===== src/inc/amposm_pkg.sv =====
/*
 * amposm_pkg: constants, register map and types of the amplifier
 * operating state controller.
 * assumes: one 40 MHz clock, Avalon-MM register access, 32-bit data.
 */
`default_nettype none
package amposm_pkg;
    // ------------------------------------------------------------
    // clock and timing
    // ------------------------------------------------------------
    localparam int CLK_FREQ_MHZ       = 40;
    localparam int BIAS_RAMP_TIME_US  = 2000;
    localparam int BIAS_RAMP_CYCLES   = BIAS_RAMP_TIME_US * CLK_FREQ_MHZ;
    localparam int BIAS_LEVEL_W       = 8;
    localparam logic [7:0] BIAS_FULL  = 8'hff;
    // ------------------------------------------------------------
    // register map
    // ------------------------------------------------------------
    localparam int ADDR_W             = 4;
    localparam logic [3:0] CTRL_OFS   = 4'h0;
    localparam logic [3:0] STATUS_OFS = 4'h4;
    localparam logic [7:0] CTRL_RST   = 8'h00;
    localparam int AMP_ON_POS         = 0;
    localparam int DIAG_EN_POS        = 1;
    localparam int MUTE_PLAY_LO_POS   = 3;
    localparam int THERM_SEL_LO_POS   = 6;
    localparam int ST_STATE_POS       = 0;
    localparam int ST_RAMP_DONE_POS   = 3;
    localparam int ST_CLK_PRES_POS    = 4;
    localparam int ST_PROT_POS        = 5;
    // thermal warning offsets below the low protection point, degrees
    localparam logic [5:0] TW_OFS_0   = 6'h05;
    localparam logic [5:0] TW_OFS_1   = 6'h0a;
    localparam logic [5:0] TW_OFS_2   = 6'h14;
    localparam logic [5:0] TW_OFS_3   = 6'h1e;
    // ------------------------------------------------------------
    // types
    // ------------------------------------------------------------
    typedef enum logic [2:0] {
        ST_STANDBY   = 3'h0,
        ST_IDLE      = 3'h1,
        ST_AMP       = 3'h2,
        ST_TON_DIAG  = 3'h3,
        ST_PERM_DIAG = 3'h4
    } amposm_state_e;

    typedef struct packed {
        logic [1:0] thermal_warn_sel;
        logic       rsvd5;
        logic [1:0] mute_play;
        logic       rsvd2;
        logic       diag_enable_bit;
        logic       amp_on_bit;
    } amposm_ctrl_s;
endpackage : amposm_pkg
`default_nettype wire


===== src/rtl/amposm_top.sv =====
/*
 * amposm_top: operating state controller of a four-channel amplifier.
 * assumes: standby pin, audio clock presence, fault and diagnostic done
 * inputs synchronous to clk; diagnostic engines outside this block.
 */
// Operation
// (RL1) standby pin low keeps the block in standby, all amplifier functions off.
// (RL2) standby pin high enters low-power idle; protections on, commands taken.
// (RL3) in low-power idle, outputs and regulator are held at zero.
// (RL4) idle goes to amplifier mode when amp on bit set and audio clock present.
// (RL5) entering amplifier mode ramps output bias from zero to half supply.
// (RL6) host writes mute/play bits 4:3; block follows them in amplifier mode.
// (RL7) turn-on diagnostic allowed only from low-power idle; host runs it first.
// (RL8) over-current fault during play starts permanent diagnostic unasked.
// (RL9) thermal warning threshold chosen by select bits 7:6, down to 30 below.
// (RL10) diagnostic enable rising edge with amp on clear starts turn-on diagnostic.
// (RL11) completed turn-on diagnostic returns to low-power idle.
// (RL12) amp on set without audio clock waits in idle until clock appears.
`timescale 1ns/100ps
`default_nettype none
module amposm_top
    import amposm_pkg::*;
#(
    parameter int RAMP_CYCLES = BIAS_RAMP_CYCLES
) (
    input  wire logic                    clk,
    input  wire logic                    reset,
    input  wire logic [ADDR_W-1:0]       avs_address,
    input  wire logic                    avs_read,
    input  wire logic                    avs_write,
    input  wire logic [31:0]             avs_writedata,
    input  wire logic [3:0]              avs_byteenable,
    output logic [31:0]                  avs_readdata,
    output logic                         avs_waitrequest,
    input  wire logic                    standby_pin,
    input  wire logic                    audio_clk_present,
    input  wire logic                    overcurrent_fault,
    input  wire logic                    ton_diag_done,
    input  wire logic                    perm_diag_done,
    output amposm_state_e                state,
    output logic                         protections_active,
    output logic                         regulator_enable,
    output logic                         amp_stage_enable,
    output logic [BIAS_LEVEL_W-1:0]      bias_level,
    output logic [1:0]                   mute_play,
    output logic [1:0]                   thermal_warn_sel,
    output logic [5:0]                   thermal_warn_offset,
    output logic                         ton_diag_start,
    output logic                         perm_diag_start
);
    localparam int STEP_CYCLES = RAMP_CYCLES / 256;
    localparam int STEP_W      = $clog2(STEP_CYCLES + 1);

    // refuse ramps too short for one step per bias level
    if (RAMP_CYCLES < 256) begin : g_bad_ramp
        $error("RAMP_CYCLES must be at least 256");
    end

    // ------------------------------------------------------------
    // register slave
    // ------------------------------------------------------------
    amposm_ctrl_s ctrl_reg, ctrl_next;
    logic         ack_reg, ack_next;
    logic [31:0]  rdata_reg, rdata_next;
    logic         diag_prev_reg, diag_prev_next;
    logic         diag_edge;
    logic         playing;
    amposm_state_e state_reg, state_next;

    assign avs_waitrequest = (avs_read | avs_write) & ~ack_reg;
    assign avs_readdata    = rdata_reg;

    always_comb begin
        ctrl_next      = ctrl_reg;
        rdata_next     = rdata_reg;
        ack_next       = (avs_read | avs_write) & ~ack_reg;
        diag_prev_next = ctrl_reg.diag_enable_bit;
        if (avs_write && !ack_reg && avs_address == CTRL_OFS && avs_byteenable[0]
            && state_reg != ST_STANDBY) begin // RL2 RL6 RL9
            ctrl_next       = amposm_ctrl_s'(avs_writedata[7:0]);
            ctrl_next.rsvd5 = 1'b0;
            ctrl_next.rsvd2 = 1'b0;
        end
        if (avs_read && !ack_reg) begin
            rdata_next = 32'h0;
            if (avs_address == CTRL_OFS) begin
                rdata_next[7:0] = ctrl_reg;
            end else if (avs_address == STATUS_OFS) begin
                rdata_next[ST_STATE_POS +: 3]  = state_reg;
                rdata_next[ST_RAMP_DONE_POS]   = (bias_level == BIAS_FULL);
                rdata_next[ST_CLK_PRES_POS]    = audio_clk_present;
                rdata_next[ST_PROT_POS]        = protections_active;
            end
        end
        if (!standby_pin) begin // RL1
            ctrl_next      = amposm_ctrl_s'(CTRL_RST);
            diag_prev_next = 1'b0;
        end
    end

    always_ff @(posedge clk or posedge reset) begin
        if (reset) begin
            ctrl_reg      <= amposm_ctrl_s'(CTRL_RST);
            ack_reg       <= 1'b0;
            rdata_reg     <= 32'h0;
            diag_prev_reg <= 1'b0;
        end else begin
            ctrl_reg      <= ctrl_next;
            ack_reg       <= ack_next;
            rdata_reg     <= rdata_next;
            diag_prev_reg <= diag_prev_next;
        end
    end

    // ------------------------------------------------------------
    // operating state machine
    // ------------------------------------------------------------
    assign diag_edge = ctrl_reg.diag_enable_bit & ~diag_prev_reg & ~ctrl_reg.amp_on_bit; // RL10
    assign playing   = (ctrl_reg.mute_play != 2'h0);
    assign state     = state_reg;

    logic ton_start_reg, ton_start_next;
    logic perm_start_reg, perm_start_next;

    always_comb begin
        state_next      = state_reg;
        ton_start_next  = 1'b0;
        perm_start_next = 1'b0;
        case (state_reg)
            ST_STANDBY: begin
                state_next = ST_IDLE; // RL2
            end
            ST_IDLE: begin
                if (diag_edge) begin // RL7 RL10
                    state_next     = ST_TON_DIAG;
                    ton_start_next = 1'b1;
                end else if (ctrl_reg.amp_on_bit && audio_clk_present) begin // RL4 RL12
                    state_next = ST_AMP;
                end
            end
            ST_TON_DIAG: begin
                if (ton_diag_done) begin // RL11
                    state_next = ST_IDLE;
                end
            end
            ST_AMP: begin
                if (!ctrl_reg.amp_on_bit) begin
                    state_next = ST_IDLE;
                end else if (overcurrent_fault && playing) begin // RL8
                    state_next      = ST_PERM_DIAG;
                    perm_start_next = 1'b1;
                end
            end
            ST_PERM_DIAG: begin
                if (perm_diag_done) begin
                    state_next = ST_AMP;
                end
            end
            default: begin
                state_next = ST_STANDBY;
            end
        endcase
        if (!standby_pin) begin // RL1
            state_next      = ST_STANDBY;
            ton_start_next  = 1'b0;
            perm_start_next = 1'b0;
        end
    end

    always_ff @(posedge clk or posedge reset) begin
        if (reset) begin
            state_reg      <= ST_STANDBY;
            ton_start_reg  <= 1'b0;
            perm_start_reg <= 1'b0;
        end else begin
            state_reg      <= state_next;
            ton_start_reg  <= ton_start_next;
            perm_start_reg <= perm_start_next;
        end
    end

    assign ton_diag_start  = ton_start_reg;
    assign perm_diag_start = perm_start_reg;

    // ------------------------------------------------------------
    // bias ramp and output controls
    // ------------------------------------------------------------
    logic [STEP_W-1:0]       step_cnt_reg, step_cnt_next;
    logic [BIAS_LEVEL_W-1:0] bias_reg, bias_next;
    logic [1:0]              mute_reg, mute_next;
    logic [5:0]              twofs_reg, twofs_next;
    logic                    reg_en_reg, reg_en_next;
    logic                    prot_reg, prot_next;
    logic                    step_en;

    assign step_en = (step_cnt_reg == STEP_W'(STEP_CYCLES - 1));

    always_comb begin
        step_cnt_next = '0;
        bias_next     = '0; // RL1 RL3
        reg_en_next   = 1'b0;
        mute_next     = 2'h0;
        prot_next     = (state_next != ST_STANDBY); // RL2
        if (state_next == ST_AMP || state_next == ST_PERM_DIAG) begin
            reg_en_next = 1'b1;
            bias_next   = bias_reg;
            if (bias_reg != BIAS_FULL) begin // RL5
                step_cnt_next = step_en ? '0 : step_cnt_reg + 1'b1;
                if (step_en) begin
                    bias_next = bias_reg + 1'b1;
                end
            end
        end
        if (state_next == ST_AMP) begin
            mute_next = ctrl_reg.mute_play; // RL6
        end
        case (ctrl_reg.thermal_warn_sel) // RL9
            2'h0:    twofs_next = TW_OFS_0;
            2'h1:    twofs_next = TW_OFS_1;
            2'h2:    twofs_next = TW_OFS_2;
            default: twofs_next = TW_OFS_3;
        endcase
    end

    always_ff @(posedge clk or posedge reset) begin
        if (reset) begin
            step_cnt_reg <= '0;
            bias_reg     <= '0;
            mute_reg     <= 2'h0;
            twofs_reg    <= TW_OFS_0;
            reg_en_reg   <= 1'b0;
            prot_reg     <= 1'b0;
        end else begin
            step_cnt_reg <= step_cnt_next;
            bias_reg     <= bias_next;
            mute_reg     <= mute_next;
            twofs_reg    <= twofs_next;
            reg_en_reg   <= reg_en_next;
            prot_reg     <= prot_next;
        end
    end

    assign bias_level          = bias_reg;
    assign mute_play           = mute_reg;
    assign thermal_warn_sel    = ctrl_reg.thermal_warn_sel;
    assign thermal_warn_offset = twofs_reg;
    assign regulator_enable    = reg_en_reg;
    assign amp_stage_enable    = reg_en_reg;
    assign protections_active  = prot_reg;
endmodule : amposm_top
`default_nettype wire


===== config.mk =====
export PLATFORM = sky130hd
export DESIGN_NAME = amposm_top
export DESIGN_NICKNAME = d
export VERILOG_FILES = /design/src/inc/amposm_pkg.sv /design/src/rtl/amposm_top.sv
export SDC_FILE = /design/constraint.sdc
export NUM_CORES = 1
export LEC_CHECK = 0
export BUFFER_PORTS_ARGS = -buffer_cell sky130_fd_sc_hd__buf_2
export CORE_MARGIN = 3
export CORE_UTILIZATION = 46
export DETAILED_ROUTE_END_ITERATION = 10
export HOLD_SLACK_MARGIN = 0.03
export PLACE_DENSITY = 0.78
export RECOVER_POWER = 100
export SETUP_SLACK_MARGIN = 0.4
export SLEW_MARGIN = 20
export SYNTH_ARGS = -nofsm -noshare
export SYNTH_HDL_FRONTEND = slang
export SYNTH_SLANG_ARGS = --single-unit

===== constraint.sdc =====
create_clock -name clk -period 2.67 [get_ports clk]
set_input_delay 0.4005 -clock clk [delete_from_list [all_inputs] [get_ports clk]]
set_output_delay 0.4005 -clock clk [all_outputs]
set_load 0.01 [all_outputs]

======== After elaboration in Yosys (flattened, before gate mapping) ========
Cells that the tools add are included.
cells by class
  $add $sub $neg .......................... 2
  equality and inequality tests ........... 15
  multiplexer cells ....................... 30
  bitwise operators ....................... 7
  reduce and logical (&&, ||, !) cells .... 16
operators with widths
  operator                                             number
  2-to-1 mux 8 bit                                     5
  2-to-1 mux 9 bit                                     3
  2-to-1 mux 3 bit                                     7
  case mux 3 bit (5 select lines)                      1
  case mux 5 bit (3 select lines)                      1
  2-to-1 mux 6 bit                                     2
  adder 9 x 1 -> 9 bit, second input constant          1
  equality test 3 x 2 -> 1 bit, second input constant  3
  equality test 9 bit, second input constant           1
  2-to-1 mux 1 bit                                     9
  adder 8 x 1 -> 8 bit, second input constant          1
  equality test 8 bit, second input constant           1
  != test 8 bit, second input constant                 1
  logical AND 1 bit                                    7
  equality test 3 bit, second input constant           2
  nonzero test 3 bit                                   2
  equality test 4 x 3 -> 1 bit, second input constant  1
  zero test 4 bit                                      1
  2-to-1 mux 2 bit                                     2
  != test 2 x 1 -> 1 bit, second input constant        2
  bitwise AND 1 bit                                    3
  equality test 3 x 1 -> 1 bit, second input constant  1
  zero test 3 bit                                      1
  inverter 1 bit                                       3
  9 further kinds                                      9
word-level totals
  register bits after elaboration ......... 50
  input port bits ......................... 49
  output and inout bits ................... 59

======== Logic depth before layout (Yosys ltp) ========
Gate-level depths: netlist (run 1).
  word-level depth ........................ 10
  depth in mapped cells ................... 6

======== Worst setup path after synthesis (run 1) ========
Ideal clock, no wire load.
  kind .................................... flip-flop to flip-flop
  start ................................... register step_cnt_reg[6]
  end ..................................... register bias_reg[3] (netlist: bias_level[3])
  setup time .............................. 0.080 ns
  data arrival time ....................... 1.881 ns
  data required time ...................... 2.590 ns
  path slack .............................. 0.708 ns
  stages on the path, launching flop included .. 5
  cell sequence ........................... dfrtp_1 or4b_1 or3_4 or4_1 a21oi_1
between the ends
  longest elaborated chain between the ends .. 3
RTL lines
  what                           RTL line           text
  start: declaration             amposm_top.sv:188  logic [STEP_W-1:0] step_cnt_reg, step_cnt_next;
  start signal: assignment       amposm_top.sv:234  step_cnt_reg <= step_cnt_next;
  equality test 9 bit            amposm_top.sv:196  assign step_en = (step_cnt_reg == STEP_W'(STEP_CYCLES - 1));
  != test 2 bit (no line)        n/a
  AND reduction 2 bit (no line)  n/a
  end signal: assignment         amposm_top.sv:235  bias_reg <= bias_next;
  end: declaration               amposm_top.sv:189  logic [BIAS_LEVEL_W-1:0] bias_reg, bias_next;
Every way passes these cells.
A chain may end at the register's enable or synchronous reset.

======== Final worst setup path (run 1) ========
Same ends and word-level chain as after synthesis.

==> results.ini, run 1 <==
[status]
outcome=finished with violations
violations=max-capacitance violations, max-slew violations

[synthesis]
avgSynthCellArea_um2=9.95
netlist_area_mm2=0.00232
synthCells=233
yosysWarnings=0
synth-seq-cells=46
ys_seq_area_share_pct=49.8
synth_cell_types=42

[cells_and_area]
drive_above_1_share_pct=9.86
syn2layout_area_growth_pct=9.93
fillers=461
diodes=0
final_cell_area_mm2=0.00255
final_cell_mix=44 x dfrtp_1, 39 x clkbuf_1, 25 x conb_1
fin_nets=334
seq_area_mm2=0.00115
layout_commonest_cell=dfrtp_1
largest_reg_flops=9
fin_util_pct=53.3
multiInputGateArea_um2=967

[sta]
final-hold-violation-count=0
drv_slew=47
whs_ps=338
max_freq_ghz=0.438
setup_tns_ps=0
maxSlewHeadroom_pct=-11.3
rsz0062_at_grt=no
finalSetupViolations=0
worst_pin_slew_ps=1670
period_share_pct=85.6
min_period_ps=2280
skew_ps=7.78

[power_and_ir_drop]
vdd_drop_max_mv=0.336
total_power_mw=1.20
p_leak_nw=1.10
clock_power_share_pct=35.1
swShare_pct=24.4
intPower_mw=0.904
powerDensity_mw_per_mm2=469
combPwrFrac_pct=5.8
switchingPower_mw=0.291
power_frac_seq_pct=59.1

[floorplanning]
die_h_um=77.0
ios=108
core_mm2=0.00479
start_util_pct=48.4
row_count=25
die_area_mm2=0.00593
die_x_um=77.0

[worst_setup_path]
critPathMaxStageDelay_ps=550
cp.required_ps=2900
worst-setup-path-type=reg -> reg
crit_chain=or4b_1, or3_1, or4_1, a21oi_1
path_max_fanout=15
worst_ep_arrival_time_ps=2510
critPathLaunchType=register
cp_slowest_cell=or4b_1
crit_path_end_kind=register

[detailed_routing]
first_pass_iters=4
drt-initial-drc-count=107
wire_per_inst_um=13.4
wl_um=4690
vias_per_cell=5.13
drcViolationCount=0
ant_nets=0
vias=1802

[clock_tree]
cts_resized=0
cts_max_path_buffers=2
ctsHoldBuffers=0
clock_latency_ps=300
cts-root-buf=clkbuf_8
clock-sinks=46
cts_tree=yes
h-tree-depth=2
cts_buffers=5
clk_pin_slew_ps=80
post_cts_buffers=0

[global_routing]
grt_max_degree=47
grt_pass1_vias=1700
grt_pass1_wl_um=7780
antenna_found_initial=0
grt-ovfl-total=0
grt_usage_pct=16.2

[placed_design]
port_buffers=53
dp_hpwl_um=3360
dpl_cell_area_mm2=0.00253
gp_congestion=0.814

[hold_path]
min_path_type=in -> reg

[run]
cap_violations=1

[worst max-delay path, delay by kind of cell, from the launching register on]
| family | cells | cell delay (ps) |
|---|---|---|
| and+or+nand+nor | 3 | 1620 |
| AOI/OAI and AO/OA | 1 | 150 |
| DFF | 1 | 450 |
[layer usage]
layer	track usage [%]	vias up	share of wire, %
met5	0	-	0
met4	5.16	0	1.1
met3	3.99	6	5.5
met2	28.3	53	51
met1	19.7	871	43
li1	-	872	-
[Yosys cell counts]
cell	count	area share, %
xor2_1	2	0.76
clkinv_1	1	0.16
and2_1	4	1.1
dfrtp_1	44	47
or3_1	3	0.81
inv_1	5	0.81
o211ai_1	2	0.65
or4b_1	1	0.43
buf_4	30	9.7
o211a_1	1	0.43
nand2_1	20	3.2
or3_4	1	0.49
a22oi_1	4	1.3
conb_1	1	0.16
o21bai_1	1	0.32
a211oi_1	2	0.65
xnor2_1	4	1.5
nor4bb_1	3	1.3
o311ai_2	1	0.70
nor4_1	3	0.81
o41ai_1	1	0.38
nor3_1	4	0.86
nor3b_1	1	0.32
o21ai_0	12	2.6
o31a_1	1	0.38
a21oi_1	8	1.7
buf_2	1	0.22
or4b_2	1	0.43
o311a_1	2	0.86
and3b_1	2	0.76
dfstp_2	2	2.3
nand3_1	9	1.9
or4_1	3	0.97
ha_1	2	1.1
mux2i_1	6	2.6
and3_1	6	1.6
o31ai_1	4	1.3
clkbuf_1	6	0.97
nand2b_1	5	1.3
nor4b_1	2	0.76
nor2_1	21	3.4
and4b_1	1	0.43
[power by group through the flow]
stage | Clock, mW | Combinational, mW | Sequential [mW]
after floorplan | 0 | 0.0707 | 0.720
after global placement | 0 | 0.0724 | 0.720
after detailed placement | 0 | 0.0728 | 0.720
after CTS | 0.431 | 0.0729 | 0.707
after global routing | 0.460 | 0.0796 | 0.708
final | 0.419 | 0.0695 | 0.707
[worst paths after layout]
check / from / to / slack [ps] / cells past startpoint
setup reg to reg: step_cnt_reg[6] / bias_level[3] / 390 / 4
setup / recovery: step_cnt_reg[6] / bias_level[3] / 390 / 4
hold reg to reg: ack_reg / ack_reg / 460 / 1
min in group asynchronous: reset / perm_diag_start / 600 / 2
hold / removal: avs_writedata[6] / thermal_warn_sel[0] / 340 / 3
max in group asynchronous: reset / bias_level[5] / 1090 / 2
[per-stage QoR]
stage	setup WS, ps	instances
detailed placement	555	343
finish	386	351
global route	267	351
global placement	579	343
floorplan	708	257
CTS	537	351
[cell type report]
type,instances,area share (%)
multi-input cells,168,37.9
repair buffers,56,9.23
clock buffers,6,2.85
well taps,67,3.29
clock inverters,2,0.540
inverters,6,0.884
flip-flops and latches,46,45.3
[kinds of logic (layout without fill, tap and decap cells)]
group	count (synthesis)	after routing	synth area share (%)
XOR/XNOR	6	6	2.27
other	1	25	0.162
buffers and inverters	43	70	11.9
AND/OR/NAND/NOR	90	90	21.0
multiplexers	6	6	2.59
adder cells (fa/ha/maj)	2	2	1.08
AO/OA/AOI/OAI	39	39	11.3
flip-flops	46	46	49.8
Power figures use the tool's default switching activity.
==> run 2, diff against run 1 <==
--- a/config.mk
+++ b/config.mk
@@ -8,6 +8,7 @@
 export BUFFER_PORTS_ARGS = -buffer_cell sky130_fd_sc_hd__buf_2
 export CORE_MARGIN = 3
 export CORE_UTILIZATION = 46
+export CTS_CLUSTER_DIAMETER = 80
 export DETAILED_ROUTE_END_ITERATION = 10
 export HOLD_SLACK_MARGIN = 0.03
 export PLACE_DENSITY = 0.78
==> constraint.sdc (replaced) <==
create_clock -name clk -period 2.2 [get_ports clk]
set_input_delay 0.33 -clock clk [delete_from_list [all_inputs] [get_ports clk]]
set_output_delay 0.33 -clock clk [all_outputs]
set_load 0.01 [all_outputs]
==> run 2 against run 1 <==
Fmax grew 15%. The flow now finishes without violations. Cell area is 5.8% higher. Die area is the same. Combinational power is 27% higher. Critical path depth increased by 1. Sequential share of layout area down 2.5 points. Highest routed layer unchanged. Utilization increased by 3.1 points. Largest cell class unchanged. Register-to-register slack lost 170 ps.
==> results.ini, run 2 (same netlist as run 1, synthesis figures left out) <==
[global_routing]
grt.busiest_layer=met2  ; unchanged
grt_pass1_vias=1836  ; was 1,700
grtUsageMet2_pct=30.6  ; was 28.3%
grt-ovfl-total=0  ; unchanged
met1_usage_pct=21.4  ; was 19.7%
grt_pass1_wl_um=8420  ; was 7780 um
grt_util_met3_pct=4.23  ; was 3.99%
antenna_found_initial=0  ; unchanged
grt_max_degree=22  ; was 47
grt_usage_pct=17.7  ; was 16.2%

[placed_design]
dp_hpwl_um=3660  ; was 3360 um
gp_congestion=0.833  ; was 0.814
port_buffers=53  ; unchanged

[detailed_routing]
first_pass_iters=4  ; unchanged
ant_nets=0  ; unchanged
drcViolationCount=0  ; unchanged
wire_per_inst_um=13.6  ; was 13.4 um
vias=1818  ; was 1,802
drt-initial-drc-count=93  ; was 107
wl_um=4970  ; was 4690 um
vias_per_cell=4.99  ; was 5.13

[floorplanning]
ios=108  ; unchanged
die_area_mm2=0.00593  ; unchanged
die_x_um=77.0  ; unchanged
row_count=25  ; unchanged
core_mm2=0.00479  ; unchanged
die_h_um=77.0  ; unchanged
start_util_pct=48.4  ; unchanged

[clock_tree]
cts_max_path_buffers=2  ; unchanged
cts-root-buf=clkbuf_8  ; unchanged
clk_pin_slew_ps=90  ; was 80 ps
cts_buffers=5  ; unchanged
cts_tree=yes  ; unchanged
clock_latency_ps=310  ; was 300 ps
h-tree-depth=2  ; unchanged
clock-sinks=46  ; unchanged

[run]
cap_violations=0  ; was 1

[worst_setup_path]
crit_path_end_kind=register  ; unchanged
cp.required_ps=2440  ; was 2900 ps
cp_slowest_cell=or4b_4  ; was or4b_1
critPathLaunchType=register  ; unchanged
worst_ep_arrival_time_ps=2230  ; was 2510 ps
worst-setup-path-type=reg -> reg  ; unchanged
crit_chain=or4b_4, or3_4, clkbuf_2, or3_1, a21oi_1  ; was or4b_1, or3_1, or4_1, a21oi_1
critPathMaxStageDelay_ps=540  ; was 550 ps
path_max_fanout=8  ; was 15

[cells_and_area]
drive_above_1_share_pct=17.8  ; was 9.86%
final_cell_mix=44 x dfrtp_1, 34 x clkbuf_1, 25 x conb_1  ; was 44 x dfrtp_1, 39 x clkbuf_1, 25 x conb_1
diodes=0  ; unchanged
largest_reg_flops=9  ; unchanged
fin_nets=347  ; was 334
seq_area_mm2=0.00115  ; unchanged
syn2layout_area_growth_pct=16.3  ; was 9.93%
multiInputGateArea_mm2=0.00101  ; was 967 um^2
fillers=463  ; was 461
layout_commonest_cell=dfrtp_1  ; unchanged

[sta]
maxSlewHeadroom_pct=47.7  ; was -11.3%
worst_pin_slew_ps=784  ; was 1670 ps
drv_slew=0  ; was 47
skew_ps=4.58  ; was 7.78 ps
finalSetupViolations=0  ; unchanged
period_share_pct=90.3  ; was 85.6%
setup_tns_ps=0  ; unchanged
min_period_ps=1990  ; was 2280 ps
max_freq_ghz=0.503  ; was 0.438 GHz
rsz0062_at_grt=yes  ; was no
final-hold-violation-count=0  ; unchanged

[status]
outcome=complete, no violations  ; was finished with violations

[power_and_ir_drop]
total_power_mw=1.47  ; was 1.20 mW
powerDensity_mw_per_mm2=545  ; was 469 mW/mm^2
p_leak_nw=1.20  ; was 1.10 nW
vdd_drop_max_mv=0.408  ; was 0.336 mV

[hold_path]
min_path_type=in -> reg  ; unchanged

==> run 2: path summary, 6_finish.rpt <==
check,cells past startpoint,slack [ps],from,to
worst min register to register,1,460,ack_reg,ack_reg
worst max-delay path,5,210,step_cnt_reg[6],bias_level[4]
worst min-delay path,3,260,avs_writedata[1],ctrl_reg[1]
max in group asynchronous,4,450,reset,step_cnt_reg[2]
worst max register to register,5,210,step_cnt_reg[6],bias_level[4]
min in group asynchronous,3,700,reset,perm_diag_start
==> run 2: metrics by stage <==
stage / hold WS, ps / util (%) / setup WS (ps) / instances / instance area (um^2)
4_1_cts: 257 / 56.7 / 192 / 361 / 2710
5_1_grt: 273 / 56.3 / 101 / 364 / 2700
6_report: 260 / 56.3 / 213 / 364 / 2700
3_5_place_dp: 362 / 53.6 / 140 / 348 / 2560
2_1_floorplan: 433 / - / 258 / 257 / 2410
3_3_place_gp: 367 / 53.6 / 183 / 348 / 2560
==> run 2: layout make-up <==
| cell class | count | share of cell area, % |
|---|---|---|
| well taps | 67 | 3.11 |
| inverters | 6 | 0.835 |
| repair buffers | 69 | 12.4 |
| flip-flops and latches | 46 | 42.8 |
| multi-input cells | 168 | 37.5 |
| clock buffers | 5 | 2.55 |
| clock inverters | 3 | 0.789 |
==> run 2: power by group <==
group	total, mW	switching [mW]	internal [mW]
Combinational	0.0884	0.0641	0.0243
Sequential	0.858	0.00628	0.851
Clock	0.525	0.301	0.223
==> run 2: timing repair <==
| action | CTS | global route |
|---|---|---|
| hold buffers | 1 | 0 |
| pin swaps | 10 | 3 |
| setup endpoints to repair | 12 | 17 |
| gates resized for setup | 5 | 14 |
| endpoints found under the hold margin | 18 | 0 |
| setup buffers | 4 | 3 |
==> run 2: per-layer routing <==
metal,part of all wire (%),vias up,wire length [um]
met3,5.1,5,253
met1,44,881,2210
met2,49,47,2440
met4,1.4,0,69
li1,-,885,-
met5,0,-,0
==> run 2: worst max-delay path, delay by kind of cell (launching register included) <==
kind / cells / cell delay, ps
AND/OR/NAND/NOR: 3 / 1240
AO/OA/AOI/OAI: 1 / 120
buffers and inverters: 1 / 170
flip-flops: 1 / 390
==> run 3, diff against run 2 <==
--- a/config.mk
+++ b/config.mk
@@ -5,7 +5,7 @@
 export SDC_FILE = /design/constraint.sdc
 export NUM_CORES = 1
 export LEC_CHECK = 0
-export BUFFER_PORTS_ARGS = -buffer_cell sky130_fd_sc_hd__buf_2
+export BUFFER_PORTS_ARGS = -buffer_cell sky130_fd_sc_hd__buf_4
 export CORE_MARGIN = 3
 export CORE_UTILIZATION = 46
 export CTS_CLUSTER_DIAMETER = 80
==> run 3 against run 2 <==
First-iteration DRC count up 3.2%. Wire length grew 1.4%. Sequential power about the same. Sequential share of layout area shrank 0.78 points. Via count grew 1.4%. Combinational power increased by 8.7%. Total power is 1.6% higher. Count of clock-buffer cells in the layout did not move. Largest power group unchanged.
==> results.ini, run 3 (same netlist as run 1, synthesis figures left out) <==
[sta]
worst_pin_slew_ps=1110  ; was 784 ps
setup_tns_ps=0  ; unchanged
min_period_ps=2090  ; was 1990 ps
max_freq_ghz=0.478  ; was 0.503 GHz
rsz0062_at_grt=yes  ; unchanged
finalSetupViolations=0  ; unchanged
skew_ps=4.69  ; was 4.58 ps
final-hold-violation-count=0  ; unchanged
maxSlewHeadroom_pct=26.2  ; was 47.7%
drv_slew=0  ; unchanged
period_share_pct=95.2  ; was 90.3%

[worst_setup_path]
cp.required_ps=2390  ; was 2440 ps
crit_path_end_kind=register  ; unchanged
critPathLaunchType=register  ; unchanged
path_max_fanout=6  ; was 8
worst_ep_arrival_time_ps=2290  ; was 2230 ps
worst-setup-path-type=reg -> reg  ; unchanged

[clock_tree]
clk_pin_slew_ps=90  ; about the same
cts_tree=yes  ; unchanged
cts_max_path_buffers=2  ; unchanged
cts_buffers=5  ; unchanged
h-tree-depth=2  ; unchanged
cts-root-buf=clkbuf_8  ; unchanged
clock_latency_ps=310  ; about the same
clock-sinks=46  ; unchanged

[cells_and_area]
stdcell_count=360  ; was 364
diodes=0  ; unchanged
drive_above_1_share_pct=18.8  ; was 17.8%
syn2layout_area_growth_pct=18.5  ; was 16.3%
fin_util_pct=57.4  ; was 56.3%
fin_nets=343  ; was 347
fillers=455  ; was 463
largest_reg_flops=9  ; unchanged
final_cell_mix=44 x dfrtp_1, 33 x clkbuf_1, 28 x buf_4  ; was 44 x dfrtp_1, 34 x clkbuf_1, 25 x conb_1
layout_commonest_cell=dfrtp_1  ; unchanged

[floorplanning]
start_util_pct=48.4  ; unchanged
die_area_mm2=0.00593  ; unchanged
row_count=25  ; unchanged
ios=108  ; unchanged
core_mm2=0.00479  ; unchanged
die_x_um=77.0  ; unchanged
die_h_um=77.0  ; unchanged

[detailed_routing]
ant_nets=0  ; unchanged
vias_per_cell=5.12  ; was 4.99
drt-initial-drc-count=96  ; was 93
drcViolationCount=0  ; unchanged
wire_per_inst_um=14.0  ; was 13.6 um
wl_um=5030  ; was 4970 um
vias=1843  ; was 1,818
first_pass_iters=4  ; unchanged

[global_routing]
grt-ovfl-total=0  ; unchanged
grt_pass1_vias=1783  ; was 1,836
grt_usage_pct=17.5  ; was 17.7%
grt_max_degree=47  ; was 22
grt_pass1_wl_um=8350  ; was 8420 um
antenna_found_initial=0  ; unchanged

[placed_design]
dp_hpwl_um=3490  ; was 3660 um
gp_congestion=0.825  ; was 0.833
port_buffers=53  ; unchanged
placed_cells=348  ; unchanged

[power_and_ir_drop]
vdd_drop_max_mv=0.453  ; was 0.408 mV
powerDensity_mw_per_mm2=544  ; was 545 mW/mm^2
p_leak_nw=1.19  ; was 1.20 nW

[run]
cap_violations=0  ; unchanged

[status]
outcome=complete, no violations  ; unchanged

[hold_path]
min_path_type=in -> reg  ; unchanged

[run 3: final timing paths]
path                             startpoint             endpoint  slack [ps]  depth (start not counted)
hold reg to reg                     ack_reg              ack_reg         460                          1
min in group asynchronous             reset      perm_diag_start         370                          3
setup / recovery            step_cnt_reg[6]        bias_level[7]         110                          5
setup reg to reg            step_cnt_reg[6]        bias_level[7]         110                          5
hold / removal             avs_writedata[7]  thermal_warn_sel[1]         260                          3
max in group asynchronous             reset      avs_readdata[7]        1160                          3
[run 3: timing repair]
action,CTS,global route
endpoints found under the setup margin,13,16
setup buffers,3,1
pin swaps,10,2
hold buffers,0,0
gates resized for setup,10,10
endpoints found under the hold margin,0,0
[run 3: report_power, final]
part	leakage, nW	internal, mW	switching [mW]
clock	0.0447	0.229	0.312
combinational	0.512	0.0324	0.0637
sequential	0.629	0.851	0.00596
total	1.19	1.11	0.381
[run 3: layout make-up]
cell class	count	area, um^2	share of cell area [%]
multi-input cells	168	1020	37.3
repair buffers	65	369	13.4
clock buffers	5	68.8	2.51
flip-flops and latches	46	1150	42.0
clock inverters	3	25.0	0.911
well taps	67	83.8	3.05
inverters	6	22.5	0.820
[run 3: critical path, stage by stage, from the launching register on]
cell     delay (ps)
dfrtp_1         390
or4b_4          540
or3_1           440
buf_4           190
nor4_1          350
nor3_2           70
[run 3: through the flow]
| stage | setup WS, ps | hold WS (ps) | area (um^2) | power, mW |
|---|---|---|---|---|
| final | 106 | 261 | 2750 | 1.49 |
| after global routing | 7.50 | 285 | 2750 | 1.55 |
| after CTS | 181 | 179 | 2840 | 1.52 |
| after detailed placement | 170 | 449 | 2700 | 0.977 |
| after global placement | 188 | 433 | 2700 | 0.976 |
| after floorplan | 258 | 433 | 2410 | 0.959 |
[run 3: routing by layer]
layer	GRT usage (%)	vias to the layer above	part of all wire, %
li1	-	883	-
met1	21.5	890	40
met2	29.5	60	51
met3	5.28	10	6.2
met4	5.69	0	1.8
met5	0	-	0
